===== src/cmt_pkg.sv =====
package cmt_pkg;
    // ------------------------------------------------------------
    // Register map (byte addresses)
    // ------------------------------------------------------------
    localparam logic [7:0] OFS_CMD_REQUEST   = 8'h20;
    localparam logic [7:0] OFS_TRANSFER_SEL  = 8'h24;
    localparam logic [7:0] OFS_MSG_CONTROL   = 8'h38;
    localparam logic [7:0] OFS_LOWER_LO      = 8'h3C;
    localparam logic [7:0] OFS_LOWER_HI      = 8'h40;
    localparam logic [7:0] OFS_UPPER_LO      = 8'h44;
    localparam logic [7:0] OFS_UPPER_HI      = 8'h48;

    // ------------------------------------------------------------
    // Field positions and reset values
    // ------------------------------------------------------------
    localparam int          BUSY_BIT         = 15;
    localparam int          FRESH_BIT        = 15;
    localparam int          IRQ_BIT          = 13;
    localparam int          SEND_BIT         = 8;
    localparam logic [5:0]  OBJ_NUM_RESET    = 6'h01;
    localparam int          NUM_OBJECTS      = 32;

    // ------------------------------------------------------------
    // Timing: RAM transfer takes 3 to 6 module clocks
    // ------------------------------------------------------------
    localparam int          XFER_MIN_CYC     = 3;
    localparam int          XFER_MAX_CYC     = 6;
    localparam logic [2:0]  XFER_CYCLES      = 3'(XFER_MIN_CYC + 1);

    typedef enum logic [1:0] {
        ST_IDLE = 2'b00,
        ST_WAIT = 2'b01,
        ST_MOVE = 2'b11
    } cmt_state_t;

    typedef struct packed {
        logic       dir_write;
        logic       mask_sel;
        logic       arb_sel;
        logic       control_sel;
        logic       clear_pending_select;
        logic       fresh_send_select;
        logic       lower_bytes_select;
        logic       upper_bytes_select;
    } cmt_select_t;

    typedef struct packed {
        logic [15:0] ctrl;
        logic [31:0] lower;
        logic [31:0] upper;
    } cmt_object_t;
endpackage


===== src/cmt_transfer_mask.sv =====
// Implementation choices: the Avalon-MM register port and the register addresses.
`timescale 1ns/1ps
// Behaviour
// RULE1: Control select one moves control bits; zero leaves them untouched.
// RULE2: Write direction with clear-pending select one clears object pending flag.
// RULE3: Read direction, clear-pending select zero copies object pending flag to interface.
// RULE4: Read direction, clear-pending select one clears pending flag in RAM object.
// RULE5: Read-side clearing delivers flag values as they were before clearing.
// RULE6: Write direction with shared select one requests transmission of object.
// RULE7: Shared select requesting transmission overrides interface send-request bit.
// RULE8: Read direction, shared select zero copies object new-data flag to interface.
// RULE9: Read direction, shared select one clears new-data flag in RAM object.
// RULE10: Lower select and direction one move object bytes 0-3 to interface.
// RULE11: Lower select zero keeps bytes 0-3; direction zero moves interface to object.
// RULE12: Upper select and direction one move object bytes 4-7 to interface.
// RULE13: Upper select zero keeps bytes 4-7; direction zero moves interface to object.
// RULE14: Object number write starts transfer, sets busy, busy clears 3-6 clocks later.
// RULE15: Direction bit chooses the transfer direction on every transfer.
module cmt_transfer_mask (
    input  wire logic                  sys_clk,
    input  wire logic                  rstn,
    input  wire logic [7:0]            avs_address,
    input  wire logic                  avs_read,
    input  wire logic                  avs_write,
    input  wire logic [31:0]           avs_writedata,
    output logic [31:0]                avs_readdata,
    output logic                       avs_waitrequest,
    output logic                       transfer_busy,
    output logic                       send_start,
    output logic [4:0]                 send_object
);
    import cmt_pkg::*;

    // ------------------------------------------------------------
    // Object number to RAM index: 0 wraps to 32, 0x21+ fold down
    // ------------------------------------------------------------
    function automatic logic [4:0] obj_index(input logic [5:0] num);
        obj_index = num[4:0] - 5'h01;
    endfunction

    function automatic logic hit(input logic [7:0] a, input logic [7:0] ofs);
        hit = (a == ofs);
    endfunction

    function automatic logic [31:0] join_halves(input logic [15:0] hi,
                                                input logic [15:0] lo);
        join_halves = {hi, lo};
    endfunction

    // ------------------------------------------------------------
    // State
    // ------------------------------------------------------------
    cmt_object_t  msg_ram [NUM_OBJECTS];
    cmt_select_t  sel;
    cmt_state_t   state;
    logic [5:0]   object_number;
    logic [2:0]   wait_cnt;
    logic [15:0]  iface_msg_control_reg;
    logic [15:0]  iface_lower_data_reg_lo;
    logic [15:0]  iface_lower_data_reg_hi;
    logic [15:0]  iface_upper_data_reg_lo;
    logic [15:0]  iface_upper_data_reg_hi;

    // ------------------------------------------------------------
    // Bus decode
    // ------------------------------------------------------------
    wire logic        bus_req   = avs_read | avs_write;
    wire logic        wr_now    = avs_write & ~avs_waitrequest;
    wire logic        wr_crq    = wr_now & hit(avs_address, OFS_CMD_REQUEST);
    wire logic        wr_sel    = wr_now & hit(avs_address, OFS_TRANSFER_SEL);
    wire logic        wr_ctl    = wr_now & hit(avs_address, OFS_MSG_CONTROL);
    wire logic        wr_llo    = wr_now & hit(avs_address, OFS_LOWER_LO);
    wire logic        wr_lhi    = wr_now & hit(avs_address, OFS_LOWER_HI);
    wire logic        wr_ulo    = wr_now & hit(avs_address, OFS_UPPER_LO);
    wire logic        wr_uhi    = wr_now & hit(avs_address, OFS_UPPER_HI);
    wire logic [15:0] wd16      = avs_writedata[15:0];

    logic [31:0] read_mux;
    always_comb begin
        read_mux = 32'h0000_0000;
        case (avs_address)
            OFS_CMD_REQUEST: begin
                read_mux[BUSY_BIT] = transfer_busy;
                read_mux[5:0]      = object_number;
            end
            OFS_TRANSFER_SEL: read_mux[7:0]  = sel;
            OFS_MSG_CONTROL:  read_mux[15:0] = iface_msg_control_reg;
            OFS_LOWER_LO:     read_mux[15:0] = iface_lower_data_reg_lo;
            OFS_LOWER_HI:     read_mux[15:0] = iface_lower_data_reg_hi;
            OFS_UPPER_LO:     read_mux[15:0] = iface_upper_data_reg_lo;
            OFS_UPPER_HI:     read_mux[15:0] = iface_upper_data_reg_hi;
            default:          read_mux = 32'h0000_0000;
        endcase
    end

    // ------------------------------------------------------------
    // Bus answer
    // ------------------------------------------------------------
    // One wait cycle per access; data is registered in that cycle
    always_ff @(posedge sys_clk or negedge rstn) begin
        if (!rstn) begin
            avs_waitrequest <= 1'b1;
            avs_readdata    <= 32'h0000_0000;
        end else begin
            avs_waitrequest <= ~(bus_req & avs_waitrequest);
            if (avs_read & avs_waitrequest) begin
                avs_readdata <= read_mux;
            end
        end
    end

    // ------------------------------------------------------------
    // Transfer sequencing
    // ------------------------------------------------------------
    // A new object number while busy is dropped, so the pending
    // transfer cannot be redirected half way.
    wire logic       start    = wr_crq & ~transfer_busy;
    wire logic       move     = (state == ST_MOVE);
    wire logic [4:0] idx      = obj_index(object_number);
    wire cmt_object_t obj     = msg_ram[idx];
    // Direction one writes control and flags into the object but brings the
    // data bytes back out, so new data plus control takes two transfers.
    wire logic       to_ram   = sel.dir_write;                  // RULE15
    // The zero-count wait cycle and the move state account for two transfer cycles
    localparam logic [2:0] WAIT_LOAD = XFER_CYCLES - 3'h2;

    always_ff @(posedge sys_clk or negedge rstn) begin
        if (!rstn) begin
            state         <= ST_IDLE;
            wait_cnt      <= 3'h0;
            transfer_busy <= 1'b0;
        end else begin
            case (state)
                ST_IDLE: begin
                    if (start) begin
                        state         <= ST_WAIT;           // RULE14
                        transfer_busy <= 1'b1;              // RULE14
                        wait_cnt      <= WAIT_LOAD;
                    end
                end
                ST_WAIT: begin
                    if (wait_cnt == 3'h0) begin
                        state <= ST_MOVE;
                    end else begin
                        wait_cnt <= wait_cnt - 3'h1;
                    end
                end
                ST_MOVE: begin
                    state         <= ST_IDLE;
                    transfer_busy <= 1'b0;                  // RULE14
                end
                default: begin
                    state         <= ST_IDLE;
                    transfer_busy <= 1'b0;
                end
            endcase
        end
    end

    // ------------------------------------------------------------
    // Object update (toward RAM)
    // ------------------------------------------------------------
    logic [15:0] next_obj_ctrl;
    always_comb begin
        next_obj_ctrl = obj.ctrl;
        if (to_ram) begin
            if (sel.control_sel) begin
                next_obj_ctrl = iface_msg_control_reg;      // RULE1
            end
            if (sel.fresh_send_select) begin
                next_obj_ctrl[SEND_BIT] = 1'b1;             // RULE6 RULE7
            end
            if (sel.clear_pending_select) begin
                next_obj_ctrl[IRQ_BIT] = 1'b0;              // RULE2
            end
        end else begin
            if (sel.clear_pending_select) begin
                next_obj_ctrl[IRQ_BIT] = 1'b0;              // RULE4
            end
            if (sel.fresh_send_select) begin
                next_obj_ctrl[FRESH_BIT] = 1'b0;            // RULE9
            end
        end
    end

    wire logic wr_lower_obj = ~to_ram & sel.lower_bytes_select; // RULE11
    wire logic wr_upper_obj = ~to_ram & sel.upper_bytes_select; // RULE13
    wire logic rd_lower_obj = to_ram & sel.lower_bytes_select;  // RULE10
    wire logic rd_upper_obj = to_ram & sel.upper_bytes_select;  // RULE12

    // Only this transfer's selects may ask for a send. A send bit left in
    // the object by an earlier transfer would otherwise fire again on each
    // later write-direction transfer of that object.
    wire logic send_by_sel  = to_ram & sel.fresh_send_select;   // RULE6
    wire logic send_by_ctrl = to_ram & sel.control_sel
                            & iface_msg_control_reg[SEND_BIT];
    wire logic send_req     = send_by_sel | send_by_ctrl;       // RULE7

    // RAM has no reset; objects are defined by software before use
    always_ff @(posedge sys_clk) begin
        if (move) begin
            msg_ram[idx].ctrl <= next_obj_ctrl;
            if (wr_lower_obj) begin
                msg_ram[idx].lower <= join_halves(iface_lower_data_reg_hi,
                                                  iface_lower_data_reg_lo);
            end
            if (wr_upper_obj) begin
                msg_ram[idx].upper <= join_halves(iface_upper_data_reg_hi,
                                                  iface_upper_data_reg_lo);
            end
        end
    end

    // ------------------------------------------------------------
    // Send request pulse toward the transmit scheduler
    // ------------------------------------------------------------
    always_ff @(posedge sys_clk or negedge rstn) begin
        if (!rstn) begin
            send_start  <= 1'b0;
            send_object <= 5'h00;
        end else begin
            send_start <= move & send_req;                  // RULE6
            if (move & send_req) begin
                send_object <= idx;
            end
        end
    end

    // ------------------------------------------------------------
    // Interface registers (software side: transfer select and object number)
    // ------------------------------------------------------------
    always_ff @(posedge sys_clk or negedge rstn) begin
        if (!rstn) begin
            sel           <= '0;
            object_number <= OBJ_NUM_RESET;
        end else begin
            if (wr_sel) begin
                sel <= cmt_select_t'(avs_writedata[7:0]);
            end
            if (start) begin
                object_number <= avs_writedata[5:0];        // RULE14
            end
        end
    end

    // ------------------------------------------------------------
    // Interface control register
    // ------------------------------------------------------------
    // RAM-to-interface loads, all taken in the move cycle
    wire logic load_ctrl  = move & ~to_ram;
    wire logic load_lower = move & rd_lower_obj;
    wire logic load_upper = move & rd_upper_obj;

    // Pre-clear flag values come from obj, sampled before the RAM write
    always_ff @(posedge sys_clk or negedge rstn) begin
        if (!rstn) begin
            iface_msg_control_reg <= 16'h0000;
        end else if (load_ctrl) begin
            if (sel.control_sel) begin
                iface_msg_control_reg <= obj.ctrl;          // RULE1
            end
            iface_msg_control_reg[IRQ_BIT]   <= obj.ctrl[IRQ_BIT];   // RULE3 RULE5
            iface_msg_control_reg[FRESH_BIT] <= obj.ctrl[FRESH_BIT]; // RULE8 RULE5
        end else if (wr_ctl) begin
            iface_msg_control_reg <= wd16;
        end
    end

    // ------------------------------------------------------------
    // Interface data registers
    // ------------------------------------------------------------
    always_ff @(posedge sys_clk or negedge rstn) begin
        if (!rstn) begin
            iface_lower_data_reg_lo <= 16'h0000;
            iface_lower_data_reg_hi <= 16'h0000;
        end else if (load_lower) begin
            iface_lower_data_reg_lo <= obj.lower[15:0];     // RULE10
            iface_lower_data_reg_hi <= obj.lower[31:16];
        end else begin
            if (wr_llo) begin
                iface_lower_data_reg_lo <= wd16;
            end
            if (wr_lhi) begin
                iface_lower_data_reg_hi <= wd16;
            end
        end
    end

    always_ff @(posedge sys_clk or negedge rstn) begin
        if (!rstn) begin
            iface_upper_data_reg_lo <= 16'h0000;
            iface_upper_data_reg_hi <= 16'h0000;
        end else if (load_upper) begin
            iface_upper_data_reg_lo <= obj.upper[15:0];     // RULE12
            iface_upper_data_reg_hi <= obj.upper[31:16];
        end else begin
            if (wr_ulo) begin
                iface_upper_data_reg_lo <= wd16;
            end
            if (wr_uhi) begin
                iface_upper_data_reg_hi <= wd16;
            end
        end
    end

endmodule


===== config.mk =====
export PLATFORM = sky130hd
export DESIGN_NAME = cmt_transfer_mask
export DESIGN_NICKNAME = d
export VERILOG_FILES = /design/src/cmt_pkg.sv /design/src/cmt_transfer_mask.sv
export SDC_FILE = /design/constraint.sdc
export NUM_CORES = 2
export LEC_CHECK = 0
export ABC_CLOCK_PERIOD_IN_PS = 6600
export BUFFER_PORTS_ARGS = -buffer_cell sky130_fd_sc_hd__buf_4
export CAP_MARGIN = 0
export CORE_MARGIN = 2
export CORE_UTILIZATION = 40
export DETAILED_ROUTE_END_ITERATION = 10
export GPL_TIMING_DRIVEN = 0
export RECOVER_POWER = 100
export SKIP_LAST_GASP = 1
export SLEW_MARGIN = 25
export SYNTH_ARGS = -nofsm -noshare
export SYNTH_HDL_FRONTEND = slang
export SYNTH_SLANG_ARGS = --single-unit

===== constraint.sdc =====
create_clock -name sys_clk -period 6.6 [get_ports sys_clk]
set_input_delay 0.66 -clock sys_clk [delete_from_list [all_inputs] [get_ports sys_clk]]
set_output_delay 0.66 -clock sys_clk [all_outputs]
set_load 0.01 [all_outputs]

==> flow_summary.yaml <==
sta:
  setup_viol: 0
  grt_setup_unrepaired: "false"
  min_period_ps: 6500
  fmax_mhz: 154
  hold_violations: 0
  slew_headroom_pct: -211
  worst_pin_slew_ps: 4660
  finClkSkew_ps: 73.0
  slew_violations: 444
  layout_worst_path_cycle_share_pct: 98.5
clocking:
  cts_tree: "yes"
  clkTransAtPathRegs_ps: 60
  cts_setup_buffers: 0
  htreeDepth: 5
  clockRootBuffer: "clkbuf_16"
  worstSkewPairLatency_ps: 930
  clockBufferDepth: 4
  cts_sinks: 2683
  cts_made_buffers: 296
final_layout:
  largest_reg_flops: 2560
  instances_no_fill: 8854
  fin_util_pct: 46.1
  area_delta_synth_final_pct: 15.0
  num-nets-final: 5298
  top_register: "msg_ram"
  drive_gt1_share_pct: 25.0
yosys:
  netlist_area_sq_um: 103000
  yosys_warnings: 0
  yosysUniqueCellTypes: 71
  synthMuxAreaShare_pct: 14.7
  syn_area_per_cell_sq_um: 21.7
  synth_seq_area_share_pct: 77.8
  synth_fa_ha_area_share_pct: 0.0853
  synth_edf_count: 2560
  synth_top_family_by_area: "multiplexers"
  synth_cells: 4729
  synth_compound_area_share_pct: 3.75
  synth_ff_type: "edfxtp_1"
  synth-async-reset-ratio_pct: 4.58
  synth-seq-cells: 2683
  synth-simple-area-share_pct: 2.19
  synth_xor_area_share_pct: 0.0426
drt:
  vias_per_cell: 6.03
  drc: 0
  vias: 53400
  ant_nets: 0
  drtPass1Iterations: 8
  drtIter0Drc: 7333
  wl_per_cell_um: 34.0
  finalWirelength_mm: 301
placed_design:
  port-buffer-count: 50
  post-dp-hpwl_mm: 204
  place_congestion: 0.981
  dp.cells: 8330
floorplanning:
  dieWidth_um: 511
  dieArea_sq_um: 261000
  pin_count: 84
  rows: 186
  core_area_sq_um: 256000
  start_util_pct: 40.1
  die_h_um: 511
worst_hold_path:
  whs_path_depth: 3
  hold_path_class: "in -> reg"
power:
  ir_drop_uv: 231
  p_leak_nw: 38.1
  power_density_nw_per_um2: 305
global_route:
  grt_max_degree: 64
  grt_pass1_vias: 53100
  antenna_found_initial: 22
  grt_pass1_wl_mm: 418
  grtUsageTotal_pct: 22.9
  gr-total-overflow: 0
flow_run:
  max_cap_viol_count: 25
critical_path:
  ff2ff_path_depth: 12
  crit_fanout: 19
  worstSetupStartpointType: "register"
  critPathArrivalTime_ps: 6940
  crit_type: "reg -> reg"
  crit_required_ps: 7040
  crit_path_end_kind: "register"
run_status:
  status: "finished with violations"
  violations: "max-capacitance violations, max-slew violations"
cells in the final DEF (no fill, tap or decap), types with 18 or more instances in the layout:
cell type,n
a21oi_1,105
a222oi_1,54
a22o_1,45
a22oi_1,139
a32oi_1,24
and3_1,24
buf_16,24
buf_2,104
buf_4,58
clkbuf_1,281
clkbuf_16,307
clkbuf_2,63
clkinv_1,52
clkinv_2,43
dfrtp_1,121
edfxtp_1,2560
mux2_2,18
mux2i_1,52
mux4_2,640
nand2_1,145
nand3_1,35
nor2_1,156
nor3_1,28
o21ai_0,38
o22ai_1,19
final cells by class:
| cell class | count | area (sq um) |
|---|---|---|
| timing repair buffer | 206 | 1750 |
| clock buffer | 376 | 7990 |
| sequential | 2683 | 80000 |
| multi-input combinational | 1761 | 21700 |
| inverter | 12 | 45.0 |
| buffer | 287 | 1390 |
| tap | 3384 | 4230 |
| fill | 21200 | 138000 |
| clock inverter | 130 | 1060 |
| antenna | 15 | 37.5 |
kinds of logic (layout without fill, tap and decap cells):
kind of cell               after synthesis  in the layout
adders and majority gates                7              7
xor gates and xnor gates                 5              5
and+or+nand+nor                        489            489
other                                    1             31
AOI/OAI and AO/OA                      533            534
DFF                                   2683           2683
buffers and inverters                  301           1011
muxes                                  710            710
worst max-delay path, stage by stage, from the launching register on:
cell,delay [ps]
dfstp_2,560
buf_4,210
buf_4,300
buf_4,650
clkbuf_4,500
inv_1,150
ha_1,310
clkbuf_1,480
nand4_1,270
a21boi_0,810
clkbuf_1,670
nor2_1,400
clkbuf_1,620
per-layer routing:
metal | vias up | track usage (%) | wire length, um
li1 | 21100 | - | -
met1 | 28600 | 30.5 | 116000
met2 | 3007 | 35.5 | 140000
met3 | 675 | 4.92 | 27500
met4 | 2 | 12.0 | 18200
met5 | - | 0 | 20
where the power goes:
part	switching (mW)	internal, mW	leakage [nW]
registers	0.216	18.7	26.0
clock network	6.46	9.15	4.44
logic	1.00	0.494	7.71
total	7.68	28.4	38.1
synthesized netlist by cell type, drive strengths merged, types with 3 or more instances:
cell     instances  area (sq um)
inv             11          41.3
nand4           15          93.8
a21o             3          22.5
and3            24           150
nor3            29           145
a221oi           8          70.1
mux2            18           203
a21oi          119           596
or3              4          25.0
dfrtp          121          3030
o21ai           41           205
clkbuf         141           529
a22oi          139          1040
nand3           35           175
mux4           640         14400
mux2i           52           521
a2bb2oi         12           105
a211oi           8          60.1
o21a             3          22.5
or2              5          31.3
and2             8          50.1
ha               7          87.6
nor2           174           653
xor2             3          26.3
and4            14           125
buf            148           822
a22o            45           394
o221ai          11          96.3
nand2          145           544
o22ai           19           119
a21boi          15           113
a32o             3          30.0
edfxtp        2560         76900
nand2b          15          93.8
a32oi           24           210
a31oi           10          62.6
nor2b            9          56.3
a222oi          54           541
worst paths after layout:
path / from / slack [ps] / endpoint
min in group asynchronous: rstn / 1900 / send_start
min reg2reg: send_object[2] / 500 / send_object[2]
max reg2reg: object_number[0] / 100 / msg_ram[13][20]
min: avs_writedata[0] / 200 / iface_upper_data_reg_hi[0]
max in group asynchronous: rstn / 980 / iface_upper_data_reg_lo[11]
max: object_number[0] / 100 / msg_ram[13][20]
timing repair:
item,CTS,global route
resized for setup,16,4
endpoints found under the setup margin,553,487
endpoints found under the hold margin,63,0
pin swaps,1,0
hold buffers,3,0
gates cloned,1,0
metrics by stage:
| step | setup TNS, ps | hold slack [ps] | cell area [sq um] | setup WS [ps] | total power [mW] |
|---|---|---|---|---|---|
| global route | 0 | 172 | 118000 | 141 | 37.0 |
| CTS | 0 | 136 | 121000 | 8.72 | 36.3 |
| detailed placement | -213990 | 485 | 112000 | -588 | 20.8 |
| global placement | -4725510 | 473 | 107000 | -2740 | 20.7 |
| floorplan | 0 | 364 | 103000 | 1440 | 20.0 |
| finish | 0 | 198 | 118000 | 101 | 36.1 |
No activity file was read; power rests on OpenSTA's default activity.
